File: config.mk
export PLATFORM = sky130hd
export DESIGN_NAME = mhc_csr_bank
export DESIGN_NICKNAME = d
export VERILOG_FILES = /design/src/core/mhc_pkg.sv /design/src/core/mhc_csr_bank.sv
export VERILOG_INCLUDE_DIRS = /design/src /design/src/core
export SDC_FILE = /design/constraint.sdc
export NUM_CORES = 1
export LEC_CHECK = 0
export BUFFER_PORTS_ARGS = -buffer_cell sky130_fd_sc_hd__buf_2
export CAP_MARGIN = 20
export CORE_MARGIN = 8
export CORE_UTILIZATION = 55
export CTS_CLUSTER_DIAMETER = 40
export DETAILED_ROUTE_END_ITERATION = 16
export GPL_TIMING_DRIVEN = 0
export PLACE_DENSITY_LB_ADDON = 0.15
export SYNTH_ARGS = -nofsm -noshare
export SYNTH_HDL_FRONTEND = slang
export SYNTH_SLANG_ARGS = --single-unit
File: constraint.sdc
create_clock -name clk -period 6.8 [get_ports clk]
set_clock_uncertainty 0.05 [all_clocks]
set_input_delay 1.02 -clock clk [delete_from_list [all_inputs] [get_ports clk]]
set_output_delay 1.02 -clock clk [all_outputs]
set_load 0.005 [all_outputs]
File: src/core/mhc_csr_map.svh
// register offsets, field positions, reset values and timing figures of the misc host csr bank
`ifndef MHC_CSR_MAP_SVH
`define MHC_CSR_MAP_SVH
`define MHC_OFS_TIMER_COUNT   8'h90
`define MHC_OFS_HALF_ORDER    8'h98
`define MHC_OFS_FREE_RUN      8'h9C
`define MHC_OFS_DROP_COUNT    8'hA0
`define MHC_OFS_IND_CMD       8'hA4
`define MHC_OFS_IND_DATA      8'hA8
`define MHC_OFS_IRQ_STATUS    8'hC0
`define MHC_OFS_IRQ_MASK      8'hC4
`define MHC_OFS_FREE_RUN_HELD 8'hC8
`define MHC_RST_TIMER_COUNT   16'hFFFF
`define MHC_RST_ZERO32        32'h0000_0000
`define MHC_SWAP_PATTERN      32'hFFFF_FFFF
`define MHC_DROP_MIDPOINT     32'h8000_0000
`define MHC_CMD_BUSY_BIT      31
`define MHC_CMD_DIR_BIT       30
`define MHC_CMD_ADDR_MSB      7
`define MHC_IRQ_DROP_MID_BIT  0
`define MHC_IRQ_IND_DONE_BIT  1
`define MHC_IRQ_WIDTH         2
`define MHC_SYS_CLK_MHZ       125
`define MHC_FREE_RUN_MHZ      25
`define MHC_FR_DIV            (`MHC_SYS_CLK_MHZ / `MHC_FREE_RUN_MHZ)
`define MHC_FR_CLEAR_NS       160
`define MHC_FR_CLEAR_CYC      ((`MHC_FR_CLEAR_NS * `MHC_SYS_CLK_MHZ) / 1000)
`endif

File: src/core/mhc_pkg.sv
// types shared by the misc host csr bank and its neighbours
package mhc_pkg;
    // request toward the internal mac register file
    typedef struct packed {
        logic        valid;
        logic        read;
        logic [7:0]  addr;
        logic [31:0] wdata;
    } mhc_mac_req_t;

    // answer from the internal mac register file
    typedef struct packed {
        logic        ack;
        logic [31:0] rdata;
    } mhc_mac_rsp_t;

    // one-hot states of the indirect window
    typedef enum logic [1:0] {
        MHC_IND_IDLE = 2'b01,
        MHC_IND_BUSY = 2'b10
    } mhc_ind_state_t;
endpackage

File: src/core/mhc_csr_bank.sv
// misc host csr bank: timer view, halfword order, free-run counter, drop counter, indirect mac window
//
// Design decision made here: the APB slave port.
`timescale 1ns/1ps
`include "mhc_csr_map.svh"

module mhc_csr_bank #(
    parameter int FR_WIDTH = 32
) (
    input  wire logic                  clk,
    input  wire logic                  reset_n,
    input  wire logic                  psel,
    input  wire logic                  penable,
    input  wire logic                  pwrite,
    input  wire logic [7:0]            paddr,
    input  wire logic [31:0]           pwdata,
    input  wire logic [3:0]            pstrb,
    output logic                       pready,
    output logic [31:0]                prdata,
    output logic                       pslverr,
    input  wire logic [15:0]           gpTimerCount,
    input  wire logic                  softReset,
    input  wire logic [1:0]            powerState,
    input  wire logic                  hostAddrBit1,
    output logic                       hostUpperSel,
    input  wire logic                  rxFrameDrop,
    input  wire logic                  txWordValid,
    input  wire logic [31:0]           txWord,
    output logic                       txWordReady,
    output logic                       txHalfValid,
    output logic [15:0]                txHalf,
    input  wire logic                  rxHalfValid,
    input  wire logic [15:0]           rxHalf,
    output logic                       rxWordValid,
    output logic [31:0]                rxWord,
    output mhc_pkg::mhc_mac_req_t      macReq,
    input  wire mhc_pkg::mhc_mac_rsp_t macRsp,
    output logic                       irq
);
    import mhc_pkg::*;

    ////////////////////////////////////////////////////////////////////////////////////////////////
    // registers
    logic [15:0]                timerCount_r, txHalf_r, rxLow_r;
    logic [31:0]                halfOrder_r, dropCount_r, dropCount_nxt, indData_r, prdata_r, txHold_r, rxWord_r;
    logic [FR_WIDTH-1:0]        freeRun_r, freeRunHeld_r;
    logic [2:0]                 divCount_r;
    logic [7:0]                 cmdAddr_r;
    logic [`MHC_IRQ_WIDTH-1:0]  irqStatus_r, irqMask_r, irqSet;
    mhc_ind_state_t             indState_r;
    logic                       frTick, dropMidEvent, cmdDir_r, pslverr_r;
    logic                       txHalfValid_r, txSecond_r, rxHaveLow_r, rxWordValid_r;
    logic                       setupPhase, accessDone, wrDone, rdDone, indBusy, indDone;

    // merge write data into a register under byte strobes
    function automatic logic [31:0] strobeMerge(input logic [31:0] old, input logic [31:0] wd,
                                                input logic [3:0] be);
        logic [31:0] res;
        res = old;
        for (int i = 0; i < 4; i++)
            if (be[i])
                res[i*8 +: 8] = wd[i*8 +: 8];
        return res;
    endfunction
    // true when the offset belongs to this bank
    function automatic logic isMapped(input logic [7:0] a);
        return (a == `MHC_OFS_TIMER_COUNT) || (a == `MHC_OFS_HALF_ORDER) || (a == `MHC_OFS_FREE_RUN) ||
               (a == `MHC_OFS_DROP_COUNT) || (a == `MHC_OFS_IND_CMD) || (a == `MHC_OFS_IND_DATA) ||
               (a == `MHC_OFS_IRQ_STATUS) || (a == `MHC_OFS_IRQ_MASK) || (a == `MHC_OFS_FREE_RUN_HELD);
    endfunction

    ////////////////////////////////////////////////////////////////////////////////////////////////
    // apb slave: read data is latched in the setup cycle so prdata comes from a flop
    assign setupPhase = psel && !penable;
    assign accessDone = psel && penable;
    assign wrDone     = accessDone && pwrite && isMapped(paddr);
    assign rdDone     = accessDone && !pwrite;
    assign pready     = 1'b1;
    assign prdata     = prdata_r;
    assign pslverr    = pslverr_r && accessDone;
    assign indBusy    = (indState_r == MHC_IND_BUSY);

    // read mux, sampled in the setup cycle
    always_ff @(posedge clk or negedge reset_n)
    begin
        if (!reset_n)
        begin
            prdata_r  <= `MHC_RST_ZERO32;
            pslverr_r <= 1'b0;
        end
        else if (setupPhase)
        begin
            pslverr_r <= !isMapped(paddr);
            prdata_r  <= `MHC_RST_ZERO32;          // reserved and write cycles read zero
            if (!pwrite)
            begin
                case (paddr)
                    `MHC_OFS_TIMER_COUNT:   prdata_r <= {16'h0000, timerCount_r};
                    `MHC_OFS_HALF_ORDER:    prdata_r <= halfOrder_r;
                    `MHC_OFS_FREE_RUN:      prdata_r <= 32'(freeRun_r);
                    `MHC_OFS_FREE_RUN_HELD: prdata_r <= 32'(freeRunHeld_r);
                    `MHC_OFS_DROP_COUNT:    prdata_r <= dropCount_r;
                    `MHC_OFS_IND_CMD:       prdata_r <= {indBusy, cmdDir_r, 22'h000000, cmdAddr_r};
                    `MHC_OFS_IND_DATA:      prdata_r <= indData_r;
                    `MHC_OFS_IRQ_STATUS:    prdata_r <= {30'h00000000, irqStatus_r};
                    `MHC_OFS_IRQ_MASK:      prdata_r <= {30'h00000000, irqMask_r};
                    default:                prdata_r <= `MHC_RST_ZERO32;
                endcase
            end
        end
    end

    ////////////////////////////////////////////////////////////////////////////////////////////////
    // timer view and halfword order
    // live copy of the general timer count
    always_ff @(posedge clk or negedge reset_n)
    begin
        if (!reset_n)
            timerCount_r <= `MHC_RST_TIMER_COUNT;
        else
            timerCount_r <= gpTimerCount;
    end
    // halfword order word; kept across soft reset, only the pin reset clears it
    always_ff @(posedge clk or negedge reset_n)
    begin
        if (!reset_n)
            halfOrder_r <= `MHC_RST_ZERO32;
        else if (wrDone && paddr == `MHC_OFS_HALF_ORDER)
            halfOrder_r <= strobeMerge(halfOrder_r, pwdata, pstrb);
    end

    // only the exact all-ones pattern swaps; any other value keeps the natural order
    assign hostUpperSel = (halfOrder_r == `MHC_SWAP_PATTERN) ? !hostAddrBit1 : hostAddrBit1;

    ////////////////////////////////////////////////////////////////////////////////////////////////
    // network halfword order: lower half always first, independent of the host order
    assign txWordReady = !txHalfValid_r;
    assign txHalfValid = txHalfValid_r;
    assign txHalf      = txHalf_r;

    // split a transmit word into two halves, lower first
    always_ff @(posedge clk or negedge reset_n)
    begin
        if (!reset_n)
        begin
            txHold_r      <= `MHC_RST_ZERO32;
            txHalfValid_r <= 1'b0;
            txSecond_r    <= 1'b0;
            txHalf_r      <= 16'h0000;
        end
        else if (txWordValid && txWordReady)
        begin
            txHold_r      <= txWord;
            txHalf_r      <= txWord[15:0];
            txHalfValid_r <= 1'b1;
            txSecond_r    <= 1'b0;
        end
        else if (txHalfValid_r && !txSecond_r)
        begin
            txHalf_r   <= txHold_r[31:16];
            txSecond_r <= 1'b1;
        end
        else
        begin
            txHalfValid_r <= 1'b0;
            txSecond_r    <= 1'b0;
        end
    end

    assign rxWordValid = rxWordValid_r;
    assign rxWord      = rxWord_r;
    // first received half goes to the lower half of the fifo word
    always_ff @(posedge clk or negedge reset_n)
    begin
        if (!reset_n)
        begin
            rxHaveLow_r   <= 1'b0;
            rxLow_r       <= 16'h0000;
            rxWord_r      <= `MHC_RST_ZERO32;
            rxWordValid_r <= 1'b0;
        end
        else
        begin
            rxWordValid_r <= 1'b0;
            if (rxHalfValid)
            begin
                if (!rxHaveLow_r)
                begin
                    rxLow_r     <= rxHalf;
                    rxHaveLow_r <= 1'b1;
                end
                else
                begin
                    rxWord_r      <= {rxHalf, rxLow_r};
                    rxWordValid_r <= 1'b1;
                    rxHaveLow_r   <= 1'b0;
                end
            end
        end
    end

    ////////////////////////////////////////////////////////////////////////////////////////////////
    // free-running counter on a 25MHz enable; power state deliberately not looked at
    // divide the system clock down to one tick per 25MHz cycle
    always_ff @(posedge clk or negedge reset_n)
    begin
        if (!reset_n)
            divCount_r <= 3'h0;
        else if (softReset || divCount_r == 3'(`MHC_FR_DIV - 1))
            divCount_r <= 3'h0;
        else
            divCount_r <= divCount_r + 3'h1;
    end
    assign frTick = (divCount_r == 3'(`MHC_FR_DIV - 1));
    // soft reset clears on the next edge, well inside the allowed clearing time
    always_ff @(posedge clk or negedge reset_n)
    begin
        if (!reset_n)
            freeRun_r <= '0;
        else if (softReset)
            freeRun_r <= '0;
        else if (frTick)
            freeRun_r <= freeRun_r + 1'b1;
    end
    // snapshot taken with the first read, the second halfword comes from here
    always_ff @(posedge clk or negedge reset_n)
    begin
        if (!reset_n)
            freeRunHeld_r <= '0;
        else if (setupPhase && !pwrite && paddr == `MHC_OFS_FREE_RUN)
            freeRunHeld_r <= freeRun_r;
    end

    ////////////////////////////////////////////////////////////////////////////////////////////////
    // dropped frame counter, clear on read; the value read was taken at the setup edge, so only that
    // much is removed and a drop counted on that edge is kept; a drop in the clearing cycle counts as one
    always_comb
    begin
        dropCount_nxt = dropCount_r;
        if (rdDone && paddr == `MHC_OFS_DROP_COUNT)
            dropCount_nxt = dropCount_r - prdata_r;
        if (rxFrameDrop)
            dropCount_nxt = dropCount_nxt + 32'h0000_0001;
    end
    assign dropMidEvent = rxFrameDrop && (dropCount_nxt == `MHC_DROP_MIDPOINT)
                          && (dropCount_r != `MHC_DROP_MIDPOINT);
    // drop counter state
    always_ff @(posedge clk or negedge reset_n)
    begin
        if (!reset_n)
            dropCount_r <= `MHC_RST_ZERO32;
        else
            dropCount_r <= dropCount_nxt;
    end

    ////////////////////////////////////////////////////////////////////////////////////////////////
    // indirect window to the mac register file; writes while busy are dropped to protect the access
    // command fields
    always_ff @(posedge clk or negedge reset_n)
    begin
        if (!reset_n)
        begin
            cmdDir_r  <= 1'b0;
            cmdAddr_r <= 8'h00;
        end
        else if (wrDone && paddr == `MHC_OFS_IND_CMD && !indBusy)
        begin
            if (pstrb[3])
                cmdDir_r <= pwdata[`MHC_CMD_DIR_BIT];
            if (pstrb[0])
                cmdAddr_r <= pwdata[`MHC_CMD_ADDR_MSB:0];
        end
    end
    // busy state: set by the host, cleared by the mac answer
    always_ff @(posedge clk or negedge reset_n)
    begin
        if (!reset_n)
            indState_r <= MHC_IND_IDLE;
        else
        begin
            case (indState_r)
                MHC_IND_IDLE:
                    if (wrDone && paddr == `MHC_OFS_IND_CMD && pstrb[3] && pwdata[`MHC_CMD_BUSY_BIT])
                        indState_r <= MHC_IND_BUSY;
                MHC_IND_BUSY:
                    if (macRsp.ack)
                        indState_r <= MHC_IND_IDLE;
                default:
                    indState_r <= MHC_IND_IDLE;
            endcase
        end
    end
    assign indDone = indBusy && macRsp.ack;

    // data register: host value for writes, mac value for reads
    always_ff @(posedge clk or negedge reset_n)
    begin
        if (!reset_n)
            indData_r <= `MHC_RST_ZERO32;
        else if (indDone && cmdDir_r)
            indData_r <= macRsp.rdata;
        else if (wrDone && paddr == `MHC_OFS_IND_DATA && !indBusy)
            indData_r <= strobeMerge(indData_r, pwdata, pstrb);
    end

    // request held as a level for the whole busy time
    assign macReq.valid = indBusy;
    assign macReq.read  = cmdDir_r;
    assign macReq.addr  = cmdAddr_r;
    assign macReq.wdata = indData_r;

    ////////////////////////////////////////////////////////////////////////////////////////////////
    // interrupts: sticky status, cleared by reading it, a new event in that cycle wins

    assign irqSet = {indDone, dropMidEvent};
    // status and mask
    always_ff @(posedge clk or negedge reset_n)
    begin
        if (!reset_n)
        begin
            irqStatus_r <= '0;
            irqMask_r   <= '0;
        end
        else
        begin
            // clear only what the read returned, so an event landing on the setup edge survives
            if (rdDone && paddr == `MHC_OFS_IRQ_STATUS)
                irqStatus_r <= (irqStatus_r & ~prdata_r[`MHC_IRQ_WIDTH-1:0]) | irqSet;
            else
                irqStatus_r <= irqStatus_r | irqSet;
            if (wrDone && paddr == `MHC_OFS_IRQ_MASK && pstrb[0])
                irqMask_r <= pwdata[`MHC_IRQ_WIDTH-1:0];
        end
    end
    assign irq = |(irqStatus_r & irqMask_r);
endmodule // mhc_csr_bank

==> impl_metrics.toml, run 1 <==
[routing]
drtIter0Drc = 1220
totalWireLength_mm = 53.70
drc = 0
antenna_left = 0
first_pass_iters = 10
wl_per_cell_microns = 23.07
route.vias.total = 14361
viasPerCell = 6.171

[floorplan]
core_sq_um = 29640
die_y_microns = 189.6
start_util_pct = 55.90
die_area_sq_um = 35930
num_rows = 63
die_width_microns = 189.6
io_pins = 282

[clock_tree]
path_clk_slew_ns = 0.06
cts_tree = "built"
postCtsHoldBufs = 0
cts_setup_buffers = 0
clock_latency_ns = 0.52
cts_max_level = 2
cts_sinks = 311
post_cts_resized = 0
cts_root_buf = "clkbuf_16"
cts_buffer_depth = 3
cts_buffers = 37

[synth]
ys_seq_area_share_pct = 47.10
async_flop_share_pct = 100.0
syn_inst = 1586
synth_flop_cell = "dfrtp_1"
synth_seq_cells = 311
syn_area_per_cell_sq_um = 10.45
syn_nets = 1775
synth-edff-count = 0
synth_warnings = 0
synth_cell_types = 90
synth_area_sq_um = 16570

[setup_path]
cp-end-kind = "flip-flop"
critical_path.max_fanout = 10
cpPeakStageDelay_ns = 0.51
start_kind = "input pin"
critPathBufInv = 6
path_common_cell = "buf_2"
reg2reg_depth = 15
critical_path_depth = 20
slowest_stage = "clkbuf_1"
critPathKind = "input pin to flip-flop"
cp_top_family = "simple AND/OR/NAND/NOR gates"
arrival_ns = 6.22
worstPathCellList = "buf_2 > nand4bb_1 > or3_1 > buf_2 > buf_4 > buf_2 > clkbuf_1 > buf_4 > nand2_1 > nand2_1 > ha_1 > nand3_2 > or3_4 > nor4_4 > nand2b_2 > nor3_2 > xor2_1 > nor4_1 > nor4bb_1 > a31o_1"
cp.required_ns = 7.20

[sta]
final_hold_viol_count = 0
min_period_ns = 5.814
worst_slack_ns = 0.9859
grt_setup_unrepaired = "false"
finalSetupViolations = 0
slew_viol_final = 0
slew_headroom_pct = 27.12
fin_crit_sh_pct = 85.50
fmax_ghz = 0.1720
hold_ws_ns = 0.3969
tightest_slew_ns = 1.083

[cells_and_area]
final_cell_mix = "dfrtp_1 (294), buf_2 (278), nand2_1 (163), mux2_2 (142), nor2_1 (88)"
nets = 2094
finalNonFillerCells = 2327
areaGrowthSynthToFinish_pct = 19.22
drive_gt1_share_pct = 27.78
final_area_sq_um = 19750
final_common_cell = "dfrtp_1"

[global_route]
grt_overflow_total = 0
grt_max_degree = 84
grt_pass1_vias = 14888
grt_pass1_wl_mm = 84.00
antenna_found_initial = 5
grt.total_usage_pct = 29.51

[power]
p_leak_nw = 9.360
power-per-cell-area_nw_per_um2 = 302.9
peakVddDrop_v = 0.0002730

[placement]
post_dp_cell_area_sq_um = 18530
pre_cts_ws_ns = 0.5508
place_inst = 2256
io_buffers = 277
place_congestion = 0.9287
dp_hpwl_mm = 41.64

[status]
outcome = "finished clean"

[flow_run]
maxCapViolations = 0

[worst_hold_path]
hp-class = "input pin to async pin"
## metal layers
metal  GRT usage, %  routed length [microns]  up-vias
li1               -                        -     6474
met1          36.57                    21080     7127
met2          49.92                    26420      621
met3          5.840                     3985      137
met4          12.42                     2192        2
met5              0                       13        -
## kinds of logic (layout without fill, tap and decap cells)
logic type | Yosys count | count (layout) | share of synthesized area, %
and+or+nand+nor | 492 | 492 | 15.06
AOI/OAI and AO/OA | 332 | 332 | 14.21
DFF | 311 | 311 | 47.10
muxes | 205 | 205 | 13.51
buffers and inverters | 136 | 483 | 3.391
xor gates and xnor gates | 73 | 73 | 3.942
adders and majority gates | 36 | 36 | 2.764
other | 1 | 5 | 0.02264
## registers in the layout (all words and copies together), names as in the netlist
register	count
divCount_r	3
rxHaveLow_r	1
halfOrder_r	32
txHold_r	16
irqStatus_r	2
pslverr_r	1
irqMask_r	2
cmdDir_r	1
indData_r	32
dropCount_r	32
freeRunHeld_r	32
txHalfValid	1
indState_r	2
cmdAddr_r	8
rxWord	32
timerCount_r	16
rxLow_r	16
txHalf	16
freeRun_r	32
prdata	32
rxWordValid	1
txSecond_r	1
## final timing paths
path / slack, ns / endpoint / start
worst max-delay path: 0.99 / irqStatus_r[0]$_DFF_PN0_ / paddr[6]
worst min-delay path: 0.40 / txHalf[5]$_DFFE_PN0P_ / reset_n
worst max register to register: 1.69 / irqStatus_r[0]$_DFF_PN0_ / prdata[8]$_DFFE_PN0P_
worst min register to register: 0.42 / divCount_r[0]$_DFF_PN0_ / divCount_r[0]$_DFF_PN0_
max in group asynchronous: 4.71 / timerCount_r[10]$_DFF_PN1_ / reset_n
min in group clk: 0.42 / divCount_r[0]$_DFF_PN0_ / divCount_r[0]$_DFF_PN0_
## per-stage QoR
stage                     TNS, ns  utilization (%)  total power [mW]
after floorplan                 0                -             3.416
after global placement    -299.83            62.22             3.991
after detailed placement        0            62.53             4.053
after CTS                       0            66.61             6.008
after global routing            0            66.63             6.288
final                           0            66.64             5.983
## power breakdown
group,switching (mW),internal [mW]
logic,0.953,0.747
clock network,0.778,1.17
registers,0.192,2.15
## layout make-up
type | count | area (sq um)
inverter | 52 | 195.2
clock buffer | 47 | 1003
tap | 390 | 488.0
buffer | 84 | 366.6
antenna | 4 | 10.01
fill | 2410 | 9887
timing repair buffer | 280 | 1479
sequential | 311 | 7804
multi-input combinational | 1139 | 8202
clock inverter | 20 | 203.9
## synthesized netlist by cell type, drive strengths merged, types with 7 or more instances
cell | count | area, sq um
o21a | 10 | 75.07
mux2 | 143 | 1614
clkbuf | 69 | 259.0
nand2 | 163 | 611.8
buf | 15 | 107.6
a22oi | 47 | 352.8
xnor2 | 25 | 219.0
a222oi | 29 | 290.3
dfrtp | 294 | 7357
xor2 | 47 | 411.6
o211ai | 9 | 72.57
nor4 | 21 | 146.4
a211oi | 13 | 110.1
nor3 | 34 | 196.4
inv | 52 | 195.2
nand3b | 7 | 52.55
nand3 | 59 | 305.3
or3 | 14 | 92.59
o21ai | 83 | 415.4
and2 | 7 | 43.79
a21oi | 48 | 240.2
nor2 | 88 | 330.3
dfstp | 17 | 446.7
and3 | 22 | 137.6
a22o | 35 | 306.5
nand4 | 35 | 225.2
nand2b | 10 | 65.06
ha | 35 | 437.9
a21o | 8 | 60.06
mux2i | 62 | 624.4
Note: power is estimated with default switching activity, not from simulation.
==> inputs of run 2 (changes only) <==
--- a/config.mk
+++ b/config.mk
@@ -9,10 +9,11 @@
 export BUFFER_PORTS_ARGS = -buffer_cell sky130_fd_sc_hd__buf_2
 export CAP_MARGIN = 20
 export CORE_MARGIN = 8
-export CORE_UTILIZATION = 55
+export CORE_UTILIZATION = 52
 export CTS_CLUSTER_DIAMETER = 40
 export DETAILED_ROUTE_END_ITERATION = 16
 export GPL_TIMING_DRIVEN = 0
+export MAX_ROUTING_LAYER = met4
 export PLACE_DENSITY_LB_ADDON = 0.15
 export SYNTH_ARGS = -nofsm -noshare
 export SYNTH_HDL_FRONTEND = slang
==> constraint.sdc (replaced) <==
create_clock -name clk -period 5.3 [get_ports clk]
set_clock_uncertainty 0.05 [all_clocks]
set_input_delay 0.795 -clock clk [delete_from_list [all_inputs] [get_ports clk]]
set_output_delay 0.795 -clock clk [all_outputs]
set_load 0.005 [all_outputs]
==> run 2 against run 1 <==
  * Clock-buffer cell count increased by 2
  * Critical path type unchanged
  * Largest cell class unchanged
  * Sequential power increased by 28%
  * Combinational power grew 28%
  * Final area rose by 0.82%
  * Total power up 32%
  * Setup slack worse by 0.71 ns
  * Sequential share of layout area fell by 0.32 points
  * Via count is 0.25% lower
  * Final cell count up 0.30%
  * Critical path depth is the same
  * Die area up 5.3%
==> impl_metrics.toml, run 2 (synthesis gave the netlist of run 1 again) <==
[status]
outcome = "finished clean"

[sta]
grt_setup_unrepaired = "false"
slew_headroom_pct = 26.38
slew_viol_final = 0
tightest_slew_ns = 1.104
fmax_ghz = 0.1989
min_period_ns = 5.027
fin_crit_sh_pct = 94.85
final_hold_viol_count = 0
finalSetupViolations = 0
hold_ws_ns = 0.1800
setup-tns-final_ns = 0
worst_slack_ns = 0.2731

[clock_tree]
cts_sinks = 311
postCtsHoldBufs = 0
clock_latency_ns = 0.52
cts_buffers = 36
cts_tree = "built"
cts_max_level = 2
cts_buffer_depth = 3
cts_root_buf = "clkbuf_16"
path_clk_slew_ns = 0.06

[setup_path]
slowest_stage = "or4_4"
start_kind = "input pin"
cp_top_family = "simple AND/OR/NAND/NOR gates"
cpPeakStageDelay_ns = 0.54
worstPathCellList = "buf_2 > or4_4 > buf_6 > or3_1 > buf_2 > buf_4 > buf_4 > buf_4 > nand2_1 > nand2_1 > ha_1 > nor2b_1 > o21ai_0 > or4_1 > nor4_4 > o2111ai_1 > nor4_1 > and4b_1 > nor4bb_4 > a31o_1"
cp.required_ns = 5.69
critPathKind = "input pin to flip-flop"
path_common_cell = "buf_4"
arrival_ns = 5.42
critical_path.max_fanout = 19
cp-end-kind = "flip-flop"
critPathBufInv = 6

[power]
power-per-cell-area_nw_per_um2 = 396.0
power_frac_seq_pct = 38.0
p_clk_share_pct = 34.4
internal-power_mw = 5.462
power_mw = 7.886
peakVddDrop_v = 0.0004060
switchingPower_mw = 2.424
p_comb_share_pct = 27.6
p_leak_nw = 9.431
p_sw_share_pct = 30.74

[floorplan]
die_y_microns = 194.5
core_sq_um = 31470
start_util_pct = 52.64
num_rows = 65
die_area_sq_um = 37830
die_width_microns = 194.5
io_pins = 282

[global_route]
grt.total_usage_pct = 28.34
grt_overflow_total = 0
grt_max_degree = 127
grt_pass1_wl_mm = 82.92
antenna_found_initial = 3
grt_pass1_vias = 14530

[routing]
drc = 0
wl_per_cell_microns = 22.94
viasPerCell = 6.138
antenna_left = 0
first_pass_iters = 7
totalWireLength_mm = 53.55
route.vias.total = 14325
drtIter0Drc = 1275

[cells_and_area]
drive_gt1_share_pct = 28.15
areaGrowthSynthToFinish_pct = 20.20
nets = 2093
final_cell_mix = "dfrtp_1 (294), buf_2 (278), nand2_1 (163), mux2_2 (142), nor2_1 (88)"
final_common_cell = "dfrtp_1"
final_area_sq_um = 19910

[worst_hold_path]
hp-class = "input pin to async pin"

[placement]
post_dp_cell_area_sq_um = 18530
dp_hpwl_mm = 41.33
place_congestion = 0.9376
pre_cts_ws_ns = -0.8062
io_buffers = 277

[flow_run]
maxCapViolations = 0
[run 2: cell count changes in the layout (fill, tap and decap cells not counted), moves of 2 or more]
cell,delta
clkbuf_1,-5
clkbuf_8,+5
clkinv_2,-5
bufinv_16,+4
buf_4,+3
clkinvlp_4,-3
inv_6,-2
[run 2: metal layers]
layer	track usage [%]	share of wire [%]	vias up
li1	-	-	6509
met4	10.72	3.3	0
met1	35.34	41	7097
met3	4.854	7.1	105
met2	45.91	48	614
met5	-	0	-
[run 2: final timing paths]
kind                       cells past startpoint                       from                             to  slack (ns)
setup / recovery                              20                   paddr[1]       irqStatus_r[0]$_DFF_PN0_        0.27
hold / removal                                 1                    reset_n          txHalf[3]$_DFFE_PN0P_        0.18
setup reg to reg                              14  dropCount_r[11]$_DFF_PN0_       irqStatus_r[0]$_DFF_PN0_        0.45
hold reg to reg                                1    divCount_r[0]$_DFF_PN0_        divCount_r[0]$_DFF_PN0_        0.41
max in group asynchronous                      2                    reset_n  freeRunHeld_r[19]$_DFFE_PN0P_        3.95
min in group clk                               1            gpTimerCount[3]      timerCount_r[3]$_DFF_PN1_        0.32
[run 2: stage by stage]
stage / cells / utilization [%]
after floorplan: 1586 / -
after global placement: 2265 / 58.64
after detailed placement: 2268 / 58.86
after CTS: 2330 / 63.10
after global routing: 2334 / 63.27
final: 2334 / 63.27
[run 2: power groups by stage]
stage | registers [mW] | logic [mW] | clock network (mW)
floorplan | 2.98 | 1.40 | 0
CTS | 2.99 | 2.16 | 2.75
finish | 2.99 | 2.18 | 2.72
detailed placement | 3.02 | 2.15 | 0
global placement | 3.00 | 2.10 | 0
global route | 3.04 | 2.39 | 2.84
[run 2: area by class of cell]
cell class                      instances  area [sq um]
Buffer                                 82         361.6
Multi-Input combinational cell       1139          8249
Clock inverter                         14         261.5
Timing Repair Buffer                  282          1471
Clock buffer                           49          1061
Inverter                               52         195.2
Sequential cell                       311          7804
Tap cell                              402         503.0
Antenna cell                            3         7.507
Fill cell                            2574         11560
[run 2: timing repair]
| action | in CTS | in global routing |
|---|---|---|
| setup endpoints to repair | 1 | 1 |
| gates cloned | 0 | 0 |
| setup buffers | 0 | 2 |
| pin swaps | 1 | 3 |
| resized for setup | 4 | 7 |
